`config.mk`:
```
export PLATFORM = sky130hd
export DESIGN_NAME = pups_device_flat
export DESIGN_NICKNAME = d
export VERILOG_FILES = /design/src/pups_pkg.sv /design/src/pups_if.sv /design/src/pups_slot_timer.sv /design/src/pups_device.sv /design/src/flat_wrapper.sv
export SDC_FILE = /design/constraint.sdc
export NUM_CORES = 1
export LEC_CHECK = 0
export ABC_AREA = 1
export BUFFER_PORTS_ARGS = -buffer_cell sky130_fd_sc_hd__buf_2
export CAP_MARGIN = 10
export CORE_ASPECT_RATIO = 0.8
export CORE_UTILIZATION = 51
export CTS_BUF_LIST = sky130_fd_sc_hd__clkbuf_8
export DETAILED_ROUTE_END_ITERATION = 8
export GPL_TIMING_DRIVEN = 1
export PLACE_DENSITY = 0.73
export REMOVE_ABC_BUFFERS = 1
export SKIP_CTS_REPAIR_TIMING = 1
export SYNTH_ARGS = -nofsm -noshare
export SYNTH_HDL_FRONTEND = slang
export SYNTH_SLANG_ARGS = --single-unit
```
`constraint.sdc`:
```
create_clock -name clk -period 8 [get_ports clk]
set_input_delay 1.2 -clock clk [delete_from_list [all_inputs] [get_ports clk]]
set_output_delay 1.2 -clock clk [all_outputs]
set_load 0.005 [all_outputs]
```
`src/pups_pkg.sv`:
```
package pups_pkg;
	// Core clock rate
	localparam int CLK_MHZ = 100;
	// Fuse load, wake and debounce times in microseconds
	localparam int FUSE_LOAD_US = 600;
	localparam int WAKE_US = 800;
	localparam int DEBOUNCE_US = 1000;
	// Cycles lost in the pin synchroniser and state entry
	localparam int SYNC_LAT = 5;
	// Sequencer time base values in microseconds
	localparam int TB_US0 = 30;
	localparam int TB_US1 = 120;
	localparam int TB_US2 = 250;
	localparam int TB_US3 = 500;
	localparam int CNT_W = 17;
	// Output indices: three switchers, linear regulator, power good, MCU reset
	localparam int N_OUT = 6;
	localparam int N_REG = 4;
	localparam int OUT_POWER_GOOD_PIN = 4;
	localparam int OUT_RESET = 5;
	localparam logic [7:0] SEQ_OFF = 8'h00;
	localparam logic [1:0] TB_30 = 2'h0;
	localparam logic [1:0] TB_120 = 2'h1;
	localparam logic [1:0] TB_250 = 2'h2;
	// Device configuration port addresses
	localparam logic [3:0] CFG_TBASE = 4'h6;
	localparam logic [3:0] CFG_LPM = 4'h7;
	localparam logic [3:0] CFG_STBY = 4'h8;
	// Host Wishbone register byte offsets
	localparam logic [7:0] WB_CTRL = 8'h00;
	localparam logic [7:0] WB_CFG = 8'h04;
	localparam logic [7:0] WB_STAT = 8'h08;
	localparam logic [7:0] WB_IRQ = 8'h0C;
	localparam logic [7:0] WB_MASK = 8'h10;
	// Field positions
	localparam int CTRL_POWER_ON_PIN = 0;
	localparam int CTRL_STBY = 1;
	localparam int CFG_ADDR_LSB = 8;
	localparam int STAT_RESET = 6;
	localparam int STAT_RUN = 7;
	localparam int STAT_FUSE = 8;
	localparam int IRQ_PWRUP = 0;
	localparam int IRQ_RUN = 1;
	localparam int IRQ_W = 2;
	// Sequencer states
	typedef enum logic [2:0] {S_FUSE, S_OFF, S_WAKE, S_SEQ, S_RUN, S_STBY} pups_state_t;
endpackage

```
`src/pups_if.sv`:
```
`timescale 1ns/1ps
`default_nettype none
interface pups_if;
	logic powerOnPin;
	logic standbyReq;
	logic cfgWe;
	logic [3:0] cfgAddr;
	logic [7:0] cfgWdata;
	logic [pups_pkg::N_OUT-1:0] outEnable;
	logic mcuResetN;
	logic runState;
	logic pwrupIrq;
	logic fuseLoadDone;
	// Regulator device end
	modport dev (
		input powerOnPin, standbyReq, cfgWe, cfgAddr, cfgWdata,
		output outEnable, mcuResetN, runState, pwrupIrq, fuseLoadDone
	);
	// Host controller end
	modport host (
		output powerOnPin, standbyReq, cfgWe, cfgAddr, cfgWdata,
		input outEnable, mcuResetN, runState, pwrupIrq, fuseLoadDone
	);
endinterface
`default_nettype wire

```
`src/pups_slot_timer.sv`:
```
`timescale 1ns/1ps
`default_nettype none
module pups_slot_timer #(
	parameter int CW = 17
) (
	input wire logic clk,
	input wire logic nrst,
	input wire logic run,
	input wire logic [CW-1:0] period,
	output logic tick
);
	logic [CW-1:0] cnt_r;
	logic [CW-1:0] cnt_nxt;
	logic tick_nxt;

	// Free count while running, one pulse per period
	always_comb begin
		cnt_nxt = '0;
		tick_nxt = 1'b0;
		if (run) begin
			if (cnt_r >= period - CW'(1)) begin
				tick_nxt = 1'b1;
			end else begin
				cnt_nxt = cnt_r + CW'(1);
			end
		end
	end

	always_ff @(posedge clk) begin
		if (!nrst) begin
			cnt_r <= '0;
			tick <= 1'b0;
		end else begin
			cnt_r <= cnt_nxt;
			tick <= tick_nxt & run;
		end
	end
endmodule
`default_nettype wire

```
`src/pups_device.sv`:
```
// The implementer's own choices: the placing of the registers and the Wishbone slave port.
`timescale 1ns/1ps
`default_nettype none
module pups_device #(
	parameter int FUSE_CYC = pups_pkg::FUSE_LOAD_US * pups_pkg::CLK_MHZ,
	parameter int WAKE_CYC = pups_pkg::WAKE_US * pups_pkg::CLK_MHZ,
	parameter int DBNC_CYC = pups_pkg::DEBOUNCE_US * pups_pkg::CLK_MHZ,
	parameter int TB0_CYC = pups_pkg::TB_US0 * pups_pkg::CLK_MHZ,
	parameter int TB1_CYC = pups_pkg::TB_US1 * pups_pkg::CLK_MHZ,
	parameter int TB2_CYC = pups_pkg::TB_US2 * pups_pkg::CLK_MHZ,
	parameter int TB3_CYC = pups_pkg::TB_US3 * pups_pkg::CLK_MHZ
) (
	input wire logic clk,
	input wire logic nrst,
	pups_if.dev link,
	input wire logic [pups_pkg::N_OUT-1:0][7:0] seqFuse,
	input wire logic [1:0] tbaseFuse,
	input wire logic edgeModeFuse,
	input wire logic ovShdnFuse,
	input wire logic ovloEnable,
	input wire logic supplyOk,
	input wire logic overVoltage,
	input wire logic overTemp,
	input wire logic trimFail,
	input wire logic fuseFail,
	input wire logic selftestFail,
	output logic lowPowerOff
);
	localparam int CW = pups_pkg::CNT_W;

	pups_pkg::pups_state_t state_r, state_nxt;
	logic [CW-1:0] cnt_r, cnt_nxt;
	logic [7:0] slot_r, slot_nxt;
	logic [pups_pkg::N_OUT-1:0] en_r, en_nxt;
	logic [pups_pkg::N_OUT-1:0][7:0] seq_r, seq_nxt;
	logic [1:0] tbase_r, tbase_nxt;
	logic lpm_r, lpm_nxt;
	logic [pups_pkg::N_REG-1:0] stbyMask_r, stbyMask_nxt;
	logic arm_r, arm_nxt;
	logic irq_r, irq_nxt;
	logic fuseDone_r, fuseDone_nxt;
	logic pinS1_r, pinS2_r, pinPrev_r;
	logic [CW-1:0] tbCyc;
	logic slotTick;
	logic seqRun;
	logic evValid;
	logic powerEvt;
	logic [7:0] maxCode;
	logic [pups_pkg::N_OUT-1:0] slotHit;
	logic [pups_pkg::N_REG-1:0] wantOn;
	logic lastDone;

	// Time base decode
	always_comb begin
		case (tbase_r)
			pups_pkg::TB_30: tbCyc = CW'(TB0_CYC);
			pups_pkg::TB_120: tbCyc = CW'(TB1_CYC);
			pups_pkg::TB_250: tbCyc = CW'(TB2_CYC);
			default: tbCyc = CW'(TB3_CYC);
		endcase
	end

	assign seqRun = (state_r == pups_pkg::S_SEQ);

	// Slot interval generator, restarted on each sequence
	pups_slot_timer #(
		.CW(CW)
	) u_slot_timer (
		.clk(clk),
		.nrst(nrst),
		.run(seqRun),
		.period(tbCyc),
		.tick(slotTick)
	);

	// Per-output slot match and highest code in use
	// The tick counts in its own cycle, so slot k lands k intervals after slot 0
	genvar gi;
	generate
		for (gi = 0; gi < pups_pkg::N_OUT; gi++) begin : g_hit
			assign slotHit[gi] = (seq_r[gi] != pups_pkg::SEQ_OFF) &&
				({1'b0, seq_r[gi]} <= {1'b0, slot_r} + {8'h00, slotTick} + 9'h001);
		end
		for (gi = 0; gi < pups_pkg::N_REG; gi++) begin : g_want
			assign wantOn[gi] = (seq_r[gi] != pups_pkg::SEQ_OFF);
		end
	endgenerate

	always_comb begin
		maxCode = pups_pkg::SEQ_OFF;
		for (int i = 0; i < pups_pkg::N_OUT; i++) begin
			if (seq_r[i] > maxCode) begin
				maxCode = seq_r[i];
			end
		end
	end

	// All programmed slots reached; zero codes mean slave mode
	assign lastDone = (maxCode == pups_pkg::SEQ_OFF) ||
		({1'b0, slot_r} + 9'h001 >= {1'b0, maxCode});

	// Power-up validity conditions
	assign evValid = supplyOk && !overTemp && !trimFail && !fuseFail && !selftestFail &&
		(!overVoltage || !ovloEnable || !ovShdnFuse);

	// Level or debounced edge event
	assign powerEvt = edgeModeFuse ?
		(arm_r && !pinS2_r && (cnt_r >= CW'(DBNC_CYC - 1))) :
		pinS2_r;

	// Sequencer next state
	always_comb begin
		state_nxt = state_r;
		cnt_nxt = cnt_r;
		slot_nxt = slot_r;
		en_nxt = en_r;
		seq_nxt = seq_r;
		tbase_nxt = tbase_r;
		lpm_nxt = lpm_r;
		stbyMask_nxt = stbyMask_r;
		arm_nxt = arm_r;
		irq_nxt = 1'b0;
		fuseDone_nxt = fuseDone_r;
		case (state_r)
			pups_pkg::S_FUSE: begin
				cnt_nxt = cnt_r + CW'(1);
				if (cnt_r >= CW'(FUSE_CYC - 1)) begin
					fuseDone_nxt = 1'b1;
					cnt_nxt = '0;
					state_nxt = pups_pkg::S_OFF;
				end
			end
			pups_pkg::S_OFF: begin
				en_nxt = '0;
				seq_nxt = seqFuse;
				tbase_nxt = tbaseFuse;
				if (pinPrev_r && !pinS2_r) begin
					arm_nxt = 1'b1;
					cnt_nxt = '0;
				end else if (pinS2_r) begin
					arm_nxt = 1'b0;
					cnt_nxt = '0;
				end else if (arm_r) begin
					cnt_nxt = cnt_r + CW'(1);
				end
				if (powerEvt && evValid) begin
					arm_nxt = 1'b0;
					cnt_nxt = '0;
					slot_nxt = '0;
					state_nxt = lpm_r ? pups_pkg::S_SEQ : pups_pkg::S_WAKE;
				end
			end
			pups_pkg::S_WAKE: begin
				cnt_nxt = cnt_r + CW'(1);
				if (cnt_r >= CW'(WAKE_CYC - pups_pkg::SYNC_LAT)) begin
					cnt_nxt = '0;
					state_nxt = selftestFail ? pups_pkg::S_OFF : pups_pkg::S_SEQ;
				end
			end
			pups_pkg::S_SEQ: begin
				en_nxt = en_r | slotHit;
				if (slotTick) begin
					slot_nxt = slot_r + 8'h01;
				end
				if (!evValid) begin
					en_nxt = '0;
					state_nxt = pups_pkg::S_OFF;
				end else if (lastDone) begin
					en_nxt[pups_pkg::OUT_RESET] = 1'b1;
					state_nxt = pups_pkg::S_RUN;
				end
			end
			pups_pkg::S_RUN: begin
				en_nxt[pups_pkg::OUT_RESET] = 1'b1;
				if (!edgeModeFuse && !pinS2_r) begin
					en_nxt = '0;
					state_nxt = pups_pkg::S_OFF;
				end else if (link.standbyReq) begin
					en_nxt[pups_pkg::N_REG-1:0] = en_r[pups_pkg::N_REG-1:0] & stbyMask_r;
					state_nxt = pups_pkg::S_STBY;
				end
			end
			pups_pkg::S_STBY: begin
				if (!link.standbyReq) begin
					if (|(wantOn & ~en_r[pups_pkg::N_REG-1:0])) begin
						slot_nxt = '0;
						arm_nxt = 1'b1;
						state_nxt = pups_pkg::S_SEQ;
					end else begin
						irq_nxt = 1'b1;
						state_nxt = pups_pkg::S_RUN;
					end
				end
			end
			default: begin
				state_nxt = pups_pkg::S_OFF;
			end
		endcase
		// Configuration writes while the system is on
		if (link.cfgWe && (state_r == pups_pkg::S_RUN || state_r == pups_pkg::S_STBY)) begin
			if (link.cfgAddr < 4'(pups_pkg::N_OUT)) begin
				seq_nxt[link.cfgAddr] = link.cfgWdata;
			end else if (link.cfgAddr == pups_pkg::CFG_TBASE) begin
				tbase_nxt = link.cfgWdata[1:0];
			end else if (link.cfgAddr == pups_pkg::CFG_LPM) begin
				lpm_nxt = link.cfgWdata[0];
			end else if (link.cfgAddr == pups_pkg::CFG_STBY) begin
				stbyMask_nxt = link.cfgWdata[pups_pkg::N_REG-1:0];
			end
		end
		// Sequence entered from standby flags completion on exit
		if (state_r == pups_pkg::S_SEQ && state_nxt == pups_pkg::S_RUN) begin
			irq_nxt = arm_r;
			arm_nxt = 1'b0;
		end
	end

	// State registers; reset models the supply crossing the threshold
	always_ff @(posedge clk) begin
		if (!nrst) begin
			state_r <= pups_pkg::S_FUSE;
			cnt_r <= '0;
			slot_r <= '0;
			en_r <= '0;
			seq_r <= '0;
			tbase_r <= pups_pkg::TB_30;
			lpm_r <= 1'b0;
			stbyMask_r <= '0;
			arm_r <= 1'b0;
			irq_r <= 1'b0;
			fuseDone_r <= 1'b0;
			pinS1_r <= 1'b0;
			pinS2_r <= 1'b0;
			pinPrev_r <= 1'b0;
		end else begin
			state_r <= state_nxt;
			cnt_r <= cnt_nxt;
			slot_r <= slot_nxt;
			en_r <= en_nxt;
			seq_r <= seq_nxt;
			tbase_r <= tbase_nxt;
			lpm_r <= lpm_nxt;
			stbyMask_r <= stbyMask_nxt;
			arm_r <= arm_nxt;
			irq_r <= irq_nxt;
			fuseDone_r <= fuseDone_nxt;
			pinS1_r <= link.powerOnPin;
			pinS2_r <= pinS1_r;
			pinPrev_r <= pinS2_r;
		end
	end

	// Outputs
	assign link.outEnable = en_r;
	assign link.mcuResetN = en_r[pups_pkg::OUT_RESET];
	assign link.runState = (state_r == pups_pkg::S_RUN);
	assign link.pwrupIrq = irq_r;
	assign link.fuseLoadDone = fuseDone_r;
	assign lowPowerOff = lpm_r;
endmodule
`default_nettype wire

```
`src/flat_wrapper.sv`:
```
// flat-port wrapper written by rule: the top's interface ports become plain ports
module pups_device_flat 
#(
	parameter int FUSE_CYC = pups_pkg::FUSE_LOAD_US * pups_pkg::CLK_MHZ,
	parameter int WAKE_CYC = pups_pkg::WAKE_US * pups_pkg::CLK_MHZ,
	parameter int DBNC_CYC = pups_pkg::DEBOUNCE_US * pups_pkg::CLK_MHZ,
	parameter int TB0_CYC = pups_pkg::TB_US0 * pups_pkg::CLK_MHZ,
	parameter int TB1_CYC = pups_pkg::TB_US1 * pups_pkg::CLK_MHZ,
	parameter int TB2_CYC = pups_pkg::TB_US2 * pups_pkg::CLK_MHZ,
	parameter int TB3_CYC = pups_pkg::TB_US3 * pups_pkg::CLK_MHZ
)
  (clk, nrst, seqFuse, tbaseFuse, edgeModeFuse, ovShdnFuse, ovloEnable, supplyOk, overVoltage, overTemp, trimFail, fuseFail, selftestFail, lowPowerOff, link_powerOnPin, link_standbyReq, link_cfgWe, link_cfgAddr, link_cfgWdata, link_outEnable, link_mcuResetN, link_runState, link_pwrupIrq, link_fuseLoadDone);
  pups_if link_i ();
  input wire logic clk;
  input wire logic nrst;
  input wire logic [pups_pkg::N_OUT-1:0][7:0] seqFuse;
  input wire logic [1:0] tbaseFuse;
  input wire logic edgeModeFuse;
  input wire logic ovShdnFuse;
  input wire logic ovloEnable;
  input wire logic supplyOk;
  input wire logic overVoltage;
  input wire logic overTemp;
  input wire logic trimFail;
  input wire logic fuseFail;
  input wire logic selftestFail;
  output logic lowPowerOff;
  input wire logic [$bits(link_i.powerOnPin)-1:0] link_powerOnPin;
  input wire logic [$bits(link_i.standbyReq)-1:0] link_standbyReq;
  input wire logic [$bits(link_i.cfgWe)-1:0] link_cfgWe;
  input wire logic [$bits(link_i.cfgAddr)-1:0] link_cfgAddr;
  input wire logic [$bits(link_i.cfgWdata)-1:0] link_cfgWdata;
  output wire logic [$bits(link_i.outEnable)-1:0] link_outEnable;
  output wire logic [$bits(link_i.mcuResetN)-1:0] link_mcuResetN;
  output wire logic [$bits(link_i.runState)-1:0] link_runState;
  output wire logic [$bits(link_i.pwrupIrq)-1:0] link_pwrupIrq;
  output wire logic [$bits(link_i.fuseLoadDone)-1:0] link_fuseLoadDone;
  assign link_i.powerOnPin = link_powerOnPin;
  assign link_i.standbyReq = link_standbyReq;
  assign link_i.cfgWe = link_cfgWe;
  assign link_i.cfgAddr = link_cfgAddr;
  assign link_i.cfgWdata = link_cfgWdata;
  assign link_outEnable = link_i.outEnable;
  assign link_mcuResetN = link_i.mcuResetN;
  assign link_runState = link_i.runState;
  assign link_pwrupIrq = link_i.pwrupIrq;
  assign link_fuseLoadDone = link_i.fuseLoadDone;
  pups_device #(.FUSE_CYC(FUSE_CYC), .WAKE_CYC(WAKE_CYC), .DBNC_CYC(DBNC_CYC), .TB0_CYC(TB0_CYC), .TB1_CYC(TB1_CYC), .TB2_CYC(TB2_CYC), .TB3_CYC(TB3_CYC)) u_core (.clk(clk), .nrst(nrst), .link(link_i), .seqFuse(seqFuse), .tbaseFuse(tbaseFuse), .edgeModeFuse(edgeModeFuse), .ovShdnFuse(ovShdnFuse), .ovloEnable(ovloEnable), .supplyOk(supplyOk), .overVoltage(overVoltage), .overTemp(overTemp), .trimFail(trimFail), .fuseFail(fuseFail), .selftestFail(selftestFail), .lowPowerOff(lowPowerOff));
endmodule
```
==> flow_metrics.env, run 1 <==
export IMPL_p_per_area_nw_per_um2=116
export IMPL_clk_latency_ps=470
export IMPL_synth_area_leader_cell="dfxtp_1"
export IMPL_worstSetupPathType="reg2reg"
export IMPL_antenna_found_initial=0
export IMPL_die_x_microns=150
export IMPL_synth_seq_area_share=0.255
export IMPL_drtPass1Iterations=5
export IMPL_drive_above_1_share=0.180
export IMPL_area_growth_pct=19.3
export IMPL_cts_tree="yes"
export IMPL_ys_ff_latch=113
export IMPL_hold_violations=0
export IMPL_synth_most_common_cell="nand2_1"
export IMPL_ios=87
export IMPL_fin_skew_ps=20.8
export IMPL_grt_usage=0.311
export IMPL_start_kind="flip-flop"
export IMPL_gp_congestion=0.992
export IMPL_via_per_inst=5.68
export IMPL_peakVddDrop_mv=0.0931
export IMPL_first_iter_violations=972
export IMPL_drv_cap=0
export IMPL_num_vias=9409
export IMPL_clock_path_buffers=2
export IMPL_synth_common_cells="nand2_1, inv_1, o21ai_0"
export IMPL_syn_avg_cell_area_sq_um=6.71
export IMPL_cp_arrival_ps=8100
export IMPL_async_flop_share=0
export IMPL_crit_path_end_kind="flip-flop"
export IMPL_finalSetupViolations=0
export IMPL_critPathSlowestCell="dfxtp_4"
export IMPL_placed_area_sq_um=9580
export IMPL_synthesis_area_sq_um=8880
export IMPL_nFillCells=1564
export IMPL_drc_errors=0
export IMPL_critPathMaxFanout=8
export IMPL_outcome="finished, final reports clean"
export IMPL_syn_inst=1323
export IMPL_max_freq_mhz=129
export IMPL_final_area_sq_um=10600
export IMPL_crit_path_frequent_cell="nand2_1"
export IMPL_dp_hpwl_microns=20000
export IMPL_num_nets_final=1617
export IMPL_regArea_sq_um=2270
export IMPL_cp_num_buf_inv=7
export IMPL_io_buffers=86
export IMPL_maxSlewViolCount=0
export IMPL_core_sq_um=16800
export IMPL_die_h_microns=120
export IMPL_die_area_sq_um=17900
export IMPL_finalSetupTns_ps=0
export IMPL_wire_per_inst_microns=16.7
export IMPL_ys_warn_count=0
export IMPL_fin_crit_sh=0.967
export IMPL_synth_top_area_frac=0.255
export IMPL_root_buffer="clkbuf_8"
export IMPL_grt_pass1_vias=8635
export IMPL_worst_pin_slew_ps=1190
export IMPL_hold_class="reg2reg"
export IMPL_routed_wl_microns=27700
export IMPL_grt_max_degree=76
export IMPL_synth_edff_count=0
export IMPL_cts_buffers=17
export IMPL_placementRows=42
export IMPL_diodes=0
export IMPL_cts_sinks=113
export IMPL_yosys_top_cells_area="dfxtp_1, ha_1, nand2_1"
export IMPL_final_antenna_net_count=0
export IMPL_fin_crit_ps=7740
export IMPL_cellLeakagePower_nw=4.98
export IMPL_multiInputGateArea_sq_um=6400
export IMPL_cpLargestDelayFamily="simple AND/OR/NAND/NOR gates"
export IMPL_grt_pass1_wl_microns=43500
export IMPL_grt_remaining_overflow=0
export IMPL_slowest_delay_ps=370
export IMPL_initial_core_util=0.530
export IMPL_slew_headroom=0.204
export IMPL_ys_types=51
export IMPL_cp_required_ps=8360
export IMPL_cts_max_level=4
export IMPL_clk_pin_slew_ps=70
export IMPL_synth_main_ff_cell="dfxtp_1"
==> stage by stage <==
step                instances  power, mW  setup slack [ps]  utilization  hold WS (ps)
finish                   1656       1.22               262        0.632           422
global route             1656       1.26              -178        0.632           429
CTS                      1641       1.23              -328        0.597           423
detailed placement       1609      0.625              -214        0.571           404
global placement         1609      0.625              33.5        0.571           394
floorplan                1286      0.592               674            -           390
==> report_power, final <==
group	internal [mW]	switching [mW]
Clock	0.351	0.260
Sequential	0.564	0.00128
Combinational	0.0183	0.0295
==> state kept, by name, indices dropped and copies added (netlist names), 2 cells and up <==
register / count
u_core.seq_r: 48
u_core.stbyMask_r: 4
u_core.slot_r: 8
u_core.cnt_r: 17
u_core.state_r: 3
u_core.u_slot_timer.cnt_r: 17
u_core.link.outEnable: 6
u_core.tbase_r: 2
==> per-layer routing <==
layer,vias to the layer above,part of all wire,global-route usage
li1,4690,-,-
met1,4289,0.46,0.436
met5,-,0.0012,0
met4,2,0.025,0.116
met3,51,0.077,0.0532
met2,377,0.43,0.473
==> worst register-to-register path, delay by kind of cell, from the launching register on <==
kind | cells | cell delay, ps
DFF | 1 | 370
adders and majority gates | 6 | 1730
AOI/OAI and AO/OA | 10 | 1330
and+or+nand+nor | 35 | 3360
buffers and inverters | 7 | 850
==> layout make-up <==
cell class              count  share of cell area
clock buffers              19              0.0247
clock inverters            13              0.0161
well taps                 220              0.0260
inverters                 148              0.0527
flip-flops and latches    113               0.215
repair buffers            115              0.0619
multi-input cells        1028               0.604
==> path summary, 6_finish.rpt <==
kind / startpoint / end / slack (ps) / depth (start not counted)
worst max register to register: u_core.seq_r[2] / u_core.arm_r / 260 / 58
worst min register to register: u_core.pinS1_r / u_core.pinS2_r / 420 / 2
worst min-delay path: u_core.pinS1_r / u_core.pinS2_r / 420 / 2
worst max-delay path: u_core.seq_r[2] / u_core.arm_r / 260 / 58
==> cell usage in the layout (no fill, tap or decap), types with 4 or more instances in the layout <==
cell type	synthesis	final
o21a_1	5	5
o21ai_2	0	8
nor3_1	22	22
buf_4	1	27
buf_2	2	86
nor2_2	3	7
nand2_1	312	295
dfxtp_1	113	106
nor4_1	15	15
ha_1	118	104
a31oi_1	4	4
xor2_1	19	19
a21oi_1	122	115
nand3_1	65	58
ha_4	0	14
o21ai_0	123	106
nor3b_1	7	7
nand3_2	1	8
bufinv_16	0	4
inv_2	2	6
a21oi_2	0	7
o21ai_1	4	10
a21boi_0	8	7
nand4_1	14	14
and2_1	8	7
clkbuf_8	0	19
inv_1	144	143
o221ai_1	4	4
a211oi_1	10	8
a221oi_1	4	4
nor2_1	93	87
nand2_2	13	26
or2_2	8	7
o211ai_1	5	5
dfxtp_2	0	6
nand2_4	4	8
==> cell families (layout without fill, tap and decap cells) <==
kind of cell,count (synthesis),count (layout),share of synthesized area
flip-flops,113,113,0.255
other,1,2,0.000422
adder cells (fa/ha/maj),118,118,0.166
XOR/XNOR,22,22,0.0217
buffers and inverters,186,295,0.0793
AO/OA/AOI/OAI,310,310,0.194
AND/OR/NAND/NOR,573,576,0.283
No activity file was read; power rests on OpenSTA's default activity.
==> run 2: changes to the inputs <==
--- a/config.mk
+++ b/config.mk
@@ -8,7 +8,7 @@
 export ABC_AREA = 1
 export BUFFER_PORTS_ARGS = -buffer_cell sky130_fd_sc_hd__buf_2
 export CAP_MARGIN = 10
-export CORE_ASPECT_RATIO = 0.8
+export CORE_ASPECT_RATIO = 0.6
 export CORE_UTILIZATION = 51
 export CTS_BUF_LIST = sky130_fd_sc_hd__clkbuf_8
 export DETAILED_ROUTE_END_ITERATION = 8
==> run 2 against run 1 <==
Net effect: the flow now finishes with violations (negative setup slack); non-clock buffer count up 31; final cell count increased by 2.4%; critical path depth rose by 4; first-iteration DRC count up 28%; critical endpoint unchanged; highest routed layer is now met4.
==> flow_metrics.env, run 2 (synthesis gave the netlist of run 1 again) <==
export IMPL_grt_remaining_overflow=0
export IMPL_die_x_microns=172
export IMPL_fin_crit_ps=8060
export IMPL_routed_wl_microns=31700
export IMPL_cp_arrival_ps=8410
export IMPL_finalSetupTns_ps=-97.8
export IMPL_gp_congestion=1.03
export IMPL_fin_crit_sh=1.01
export IMPL_violations="negative setup slack"
export IMPL_cts_tree="yes"
export IMPL_drtPass1Iterations=5
export IMPL_combPwrFrac=0.043
export IMPL_holdPathStages=2
export IMPL_core_sq_um=16600
export IMPL_hold_violations=0
export IMPL_cts_max_level=4
export IMPL_p_per_area_nw_per_um2=103
export IMPL_initial_core_util=0.534
export IMPL_worst_pin_slew_ps=1300
export IMPL_antenna_found_initial=0
export IMPL_ios=87
export IMPL_grt_pass1_wl_microns=44900
export IMPL_drv_cap=0
export IMPL_seq_power_share=0.489
export IMPL_peakVddDrop_mv=0.0668
export IMPL_clock_path_buffers=2
export IMPL_cts_sinks=113
export IMPL_maxSlewViolCount=0
export IMPL_num_vias=9910
export IMPL_r2r_slack_ps=-60
export IMPL_switching_share=0.274
export IMPL_start_kind="flip-flop"
export IMPL_fin_skew_ps=20.7
export IMPL_cts_buffers=17
export IMPL_critPathMaxFanout=8
export IMPL_area_growth_pct=25.6
export IMPL_clk_pin_slew_ps=80
export IMPL_cellLeakagePower_nw=5.15
export IMPL_root_buffer="clkbuf_8"
export IMPL_diodes=0
export IMPL_setup_ws_ps=-57.4
export IMPL_crit_path_end_kind="flip-flop"
export IMPL_dp_hpwl_microns=22100
export IMPL_p_int_mw=0.838
export IMPL_outcome="finished, violations left"
export IMPL_max_freq_mhz=124
export IMPL_slew_headroom=0.130
export IMPL_worstSetupPathType="reg2reg"
export IMPL_clk_latency_ps=460
export IMPL_drc_errors=0
export IMPL_p_switching_mw=0.316
export IMPL_final_common_cell="nand2_1"
export IMPL_drive_above_1_share=0.231
export IMPL_die_area_sq_um=18000
export IMPL_via_per_inst=5.85
export IMPL_wire_per_inst_microns=18.7
export IMPL_grt_max_degree=76
export IMPL_finalSetupViolations=3
export IMPL_dpl_worst_slack_ps=-388
export IMPL_largest_register="u_core.seq_r"
export IMPL_largest_reg_flops=48
export IMPL_cp_required_ps=8350
export IMPL_r2r_cells=62
export IMPL_placementRows=36
export IMPL_die_h_microns=104
export IMPL_crit_path_frequent_cell="nand2_2"
export IMPL_power_clock_fraction=0.468
export IMPL_first_iter_violations=1249
export IMPL_final_cell_mix="nand2_1, inv_1, a21oi_1"
export IMPL_num_nets_final=1648
export IMPL_slowest_delay_ps=390
export IMPL_grt_pass1_vias=8226
export IMPL_hold_class="reg2reg"
export IMPL_largest_registers="u_core.seq_r: 48 flops, u_core.cnt_r: 17 flops, u_core.u_slot_timer.cnt_r: 17 flops"
export IMPL_final_antenna_net_count=0
export IMPL_final_area_sq_um=11200
export IMPL_grt_usage=0.327
export IMPL_io_buffers=86
export IMPL_critPathSlowestCell="dfxtp_4"
export IMPL_placed_area_sq_um=9610
## run 2: cell types whose count changed in the layout (fill, tap and decap cells not counted), moves of 8 or more
cell / before / now
buf_4: 27 / 52
nand2_4: 8 / 22
ha_4: 14 / 22
inv_1: 143 / 133
ha_1: 104 / 94
nand2_1: 295 / 280
## run 2: final timing paths
path | from | to
setup / recovery | u_core.seq_r[1] | u_core.arm_r
hold / removal | u_core.pinS1_r | u_core.pinS2_r
hold reg to reg | u_core.pinS1_r | u_core.pinS2_r
setup reg to reg | u_core.seq_r[1] | u_core.arm_r
## run 2: worst max-delay path: cells and delay by family, from the launching register on
family | cells | cell delay (ps)
AND/OR/NAND/NOR | 32 | 3220
buffers and inverters | 10 | 850
AO/OA/AOI/OAI | 14 | 1970
adder cells (fa/ha/maj) | 6 | 1510
flip-flops | 1 | 390
## run 2: per-stage QoR
step	total power, mW	hold slack [ps]	utilization	cells
floorplan	0.592	390	-	1286
global placement	0.625	397	0.578	1620
detailed placement	0.626	401	0.578	1620
CTS	1.15	420	0.601	1652
global route	1.18	465	0.671	1695
finish	1.15	418	0.671	1695
## run 2: cell type report
type                            instances  area (sq um)
Clock buffer                           18           248
Fill cell                            1397          5460
Timing Repair Buffer                  146           937
Clock inverter                         14           130
Multi-Input combinational cell       1028          6700
Tap cell                              228           285
Inverter                              148           571
Sequential cell                       113          2280
## run 2: power groups by stage
| stage | clock [mW] | sequential (mW) | combinational (mW) |
|---|---|---|---|
| floorplan | 0 | 0.578 | 0.0136 |
| global placement | 0 | 0.578 | 0.0470 |
| detailed placement | 0 | 0.578 | 0.0478 |
| CTS | 0.541 | 0.565 | 0.0482 |
| global route | 0.567 | 0.565 | 0.0532 |
| finish | 0.540 | 0.564 | 0.0497 |
## run 2: per-layer routing
layer	wire length [microns]	GRT usage
met2	12200	0.411
met1	14600	0.512
met3	4360	0.119
met4	584	0.0619
met5	0	0
==> run 3: changes to the inputs <==
--- a/config.mk
+++ b/config.mk
@@ -13,7 +13,7 @@
 export CTS_BUF_LIST = sky130_fd_sc_hd__clkbuf_8
 export DETAILED_ROUTE_END_ITERATION = 8
 export GPL_TIMING_DRIVEN = 1
-export PLACE_DENSITY = 0.73
+export PLACE_DENSITY = 0.7
 export REMOVE_ABC_BUFFERS = 1
 export SKIP_CTS_REPAIR_TIMING = 1
 export SYNTH_ARGS = -nofsm -noshare
==> constraint.sdc (replaced) <==
create_clock -name clk -period 8.18 [get_ports clk]
set_input_delay 1.227 -clock clk [delete_from_list [all_inputs] [get_ports clk]]
set_output_delay 1.227 -clock clk [all_outputs]
set_load 0.005 [all_outputs]
==> run 3 against run 2 <==
Net effect: the run now ends clean; flip-flop and latch count unchanged; global-route usage fell by 0.26 points; sequential share of layout area rose by 0.70 points; combinational power shrank 4%; total power up 0.79%; final area decreased by 3.4%; clock skew fell by 4.5 ps; final cell count shrank 1.2%; clock power is 4.3% higher; first-iteration DRC count down 4.5%; largest power group is now the clock network.
==> flow_metrics.env, run 3 (synthesis gave the netlist of run 1 again) <==
export IMPL_diodes=0
export IMPL_p_per_area_nw_per_um2=108
export IMPL_first_iter_violations=1193
export IMPL_cts_sinks=113
export IMPL_hold_ws_ps=415
export IMPL_drc_errors=0
export IMPL_drv_cap=0
export IMPL_cts_buffers=17
export IMPL_met2_usage=0.402
export IMPL_antenna_found_initial=1
export IMPL_cp_arrival_ps=8440
export IMPL_final_antenna_net_count=0
export IMPL_hold_class="reg2reg"
export IMPL_die_h_microns=104
export IMPL_met3_usage=0.113
export IMPL_io_buffers=86
export IMPL_final_common_cell="nand2_1"
export IMPL_outcome="finished, final reports clean"
export IMPL_initial_core_util=0.534
export IMPL_grt_busiest_layer="met1"
export IMPL_grt_max_degree=77
export IMPL_root_buffer="clkbuf_8"
export IMPL_num_vias=9713
export IMPL_fin_skew_ps=16.2
export IMPL_use_met1=0.516
export IMPL_final_area_sq_um=10800
export IMPL_critPathSlowestCell="ha_1"
export IMPL_fin_util=0.648
export IMPL_placed_area_sq_um=9570
export IMPL_num_nets_final=1628
export IMPL_grt_pass1_wl_microns=44400
export IMPL_power_clock_fraction=0.484
export IMPL_ios=87
export IMPL_maxSlewViolCount=0
export IMPL_cellLeakagePower_nw=5.02
export IMPL_critPathMaxFanout=8
export IMPL_grt_usage=0.324
export IMPL_slew_headroom=0.158
export IMPL_fin_crit_sh=0.985
export IMPL_worstSetupPathType="reg2reg"
export IMPL_routed_wl_microns=30800
export IMPL_max_freq_mhz=124
export IMPL_grt_pass1_vias=8147
export IMPL_final_cell_mix="nand2_1, inv_1, a21oi_1"
export IMPL_largest_reg_flops=48
export IMPL_area_growth_pct=21.3
export IMPL_dp_hpwl_microns=22000
export IMPL_peakVddDrop_mv=0.0751
export IMPL_grt_remaining_overflow=0
export IMPL_via_per_inst=5.80
export IMPL_drive_above_1_share=0.195
export IMPL_switching_share=0.257
export IMPL_clock_path_buffers=2
export IMPL_wire_per_inst_microns=18.4
export IMPL_gp_congestion=1.01
export IMPL_p_switching_mw=0.299
export IMPL_cts_tree="yes"
export IMPL_die_x_microns=172
export IMPL_placementRows=36
export IMPL_crit_path_end_kind="flip-flop"
export IMPL_combPwrFrac=0.041
export IMPL_p_int_mw=0.864
export IMPL_cts_max_level=4
export IMPL_power_mw=1.16
export IMPL_fin_crit_ps=8050
export IMPL_cp_required_ps=8570
export IMPL_clk_latency_ps=450
export IMPL_hold_violations=0
export IMPL_start_kind="flip-flop"
export IMPL_seq_power_share=0.475
export IMPL_die_area_sq_um=18000
export IMPL_largest_register="u_core.seq_r"
export IMPL_clk_pin_slew_ps=70
export IMPL_slowest_delay_ps=360
export IMPL_drtPass1Iterations=6
export IMPL_worst_pin_slew_ps=1260
export IMPL_largest_registers="u_core.seq_r: 48 flops, u_core.cnt_r: 17 flops, u_core.u_slot_timer.cnt_r: 17 flops"
export IMPL_core_sq_um=16600
export IMPL_crit_path_frequent_cell="nand2_1"
export IMPL_finalSetupViolations=0
## run 3: cell types whose count changed in the layout (fill, tap and decap cells not counted), moves of 3 or more
cell / change
o21ai_4: -3
buf_4: -17
nand2_2: -5
a21oi_2: -4
and2_4: -3
and2_1: +3
inv_1: +3
nand2_4: -11
nand2_1: +16
inv_6: -3
ha_1: +5
a21oi_1: +3
ha_4: -4
## run 3: worst max-delay path, delay by kind of cell (launching register included)
family | cells | cell delay, ps
DFF | 1 | 340
and+or+nand+nor | 40 | 3580
buffers and inverters | 11 | 930
adders and majority gates | 6 | 1690
AOI/OAI and AO/OA | 9 | 1420
## run 3: area by class of cell
cell class	count	area [sq um]
clock buffer	20	275
clock inverter	11	130
fill	1459	5850
inverter	148	563
multi-input combinational	1028	6480
sequential	113	2280
tap	228	285
timing repair buffer	126	758
## run 3: worst paths after layout
kind	depth (start not counted)	to	slack (ps)	from
hold / removal	2	u_core.pinS2_r	420	u_core.pinS1_r
hold reg to reg	2	u_core.pinS2_r	420	u_core.pinS1_r
setup reg to reg	66	u_core.link.pwrupIrq	130	u_core.seq_r[2]
setup / recovery	66	u_core.link.pwrupIrq	130	u_core.seq_r[2]
## run 3: power by group through the flow
stage	Sequential, mW	Clock, mW	Combinational [mW]
after floorplan	0.565	0	0.0133
after global placement	0.566	0	0.0465
after detailed placement	0.566	0	0.0466
after CTS	0.553	0.569	0.0469
after global routing	0.552	0.595	0.0519
final	0.552	0.563	0.0479
## run 3: metrics by stage
step / std cells / setup TNS, ps / setup slack [ps]
after floorplan: 1286 / 0 / 854
after global placement: 1615 / 0 / 144
after detailed placement: 1615 / -873 / -182
after CTS: 1646 / -1200 / -234
after global routing: 1674 / -1650 / -367
final: 1674 / 0 / 126
## run 3: routing by layer
metal  vias to the layer above  share of wire
li1                       4702              -
met1                      4417           0.48
met2                       547           0.38
met3                        47           0.13
met4                         0          0.013
met5                         -              0
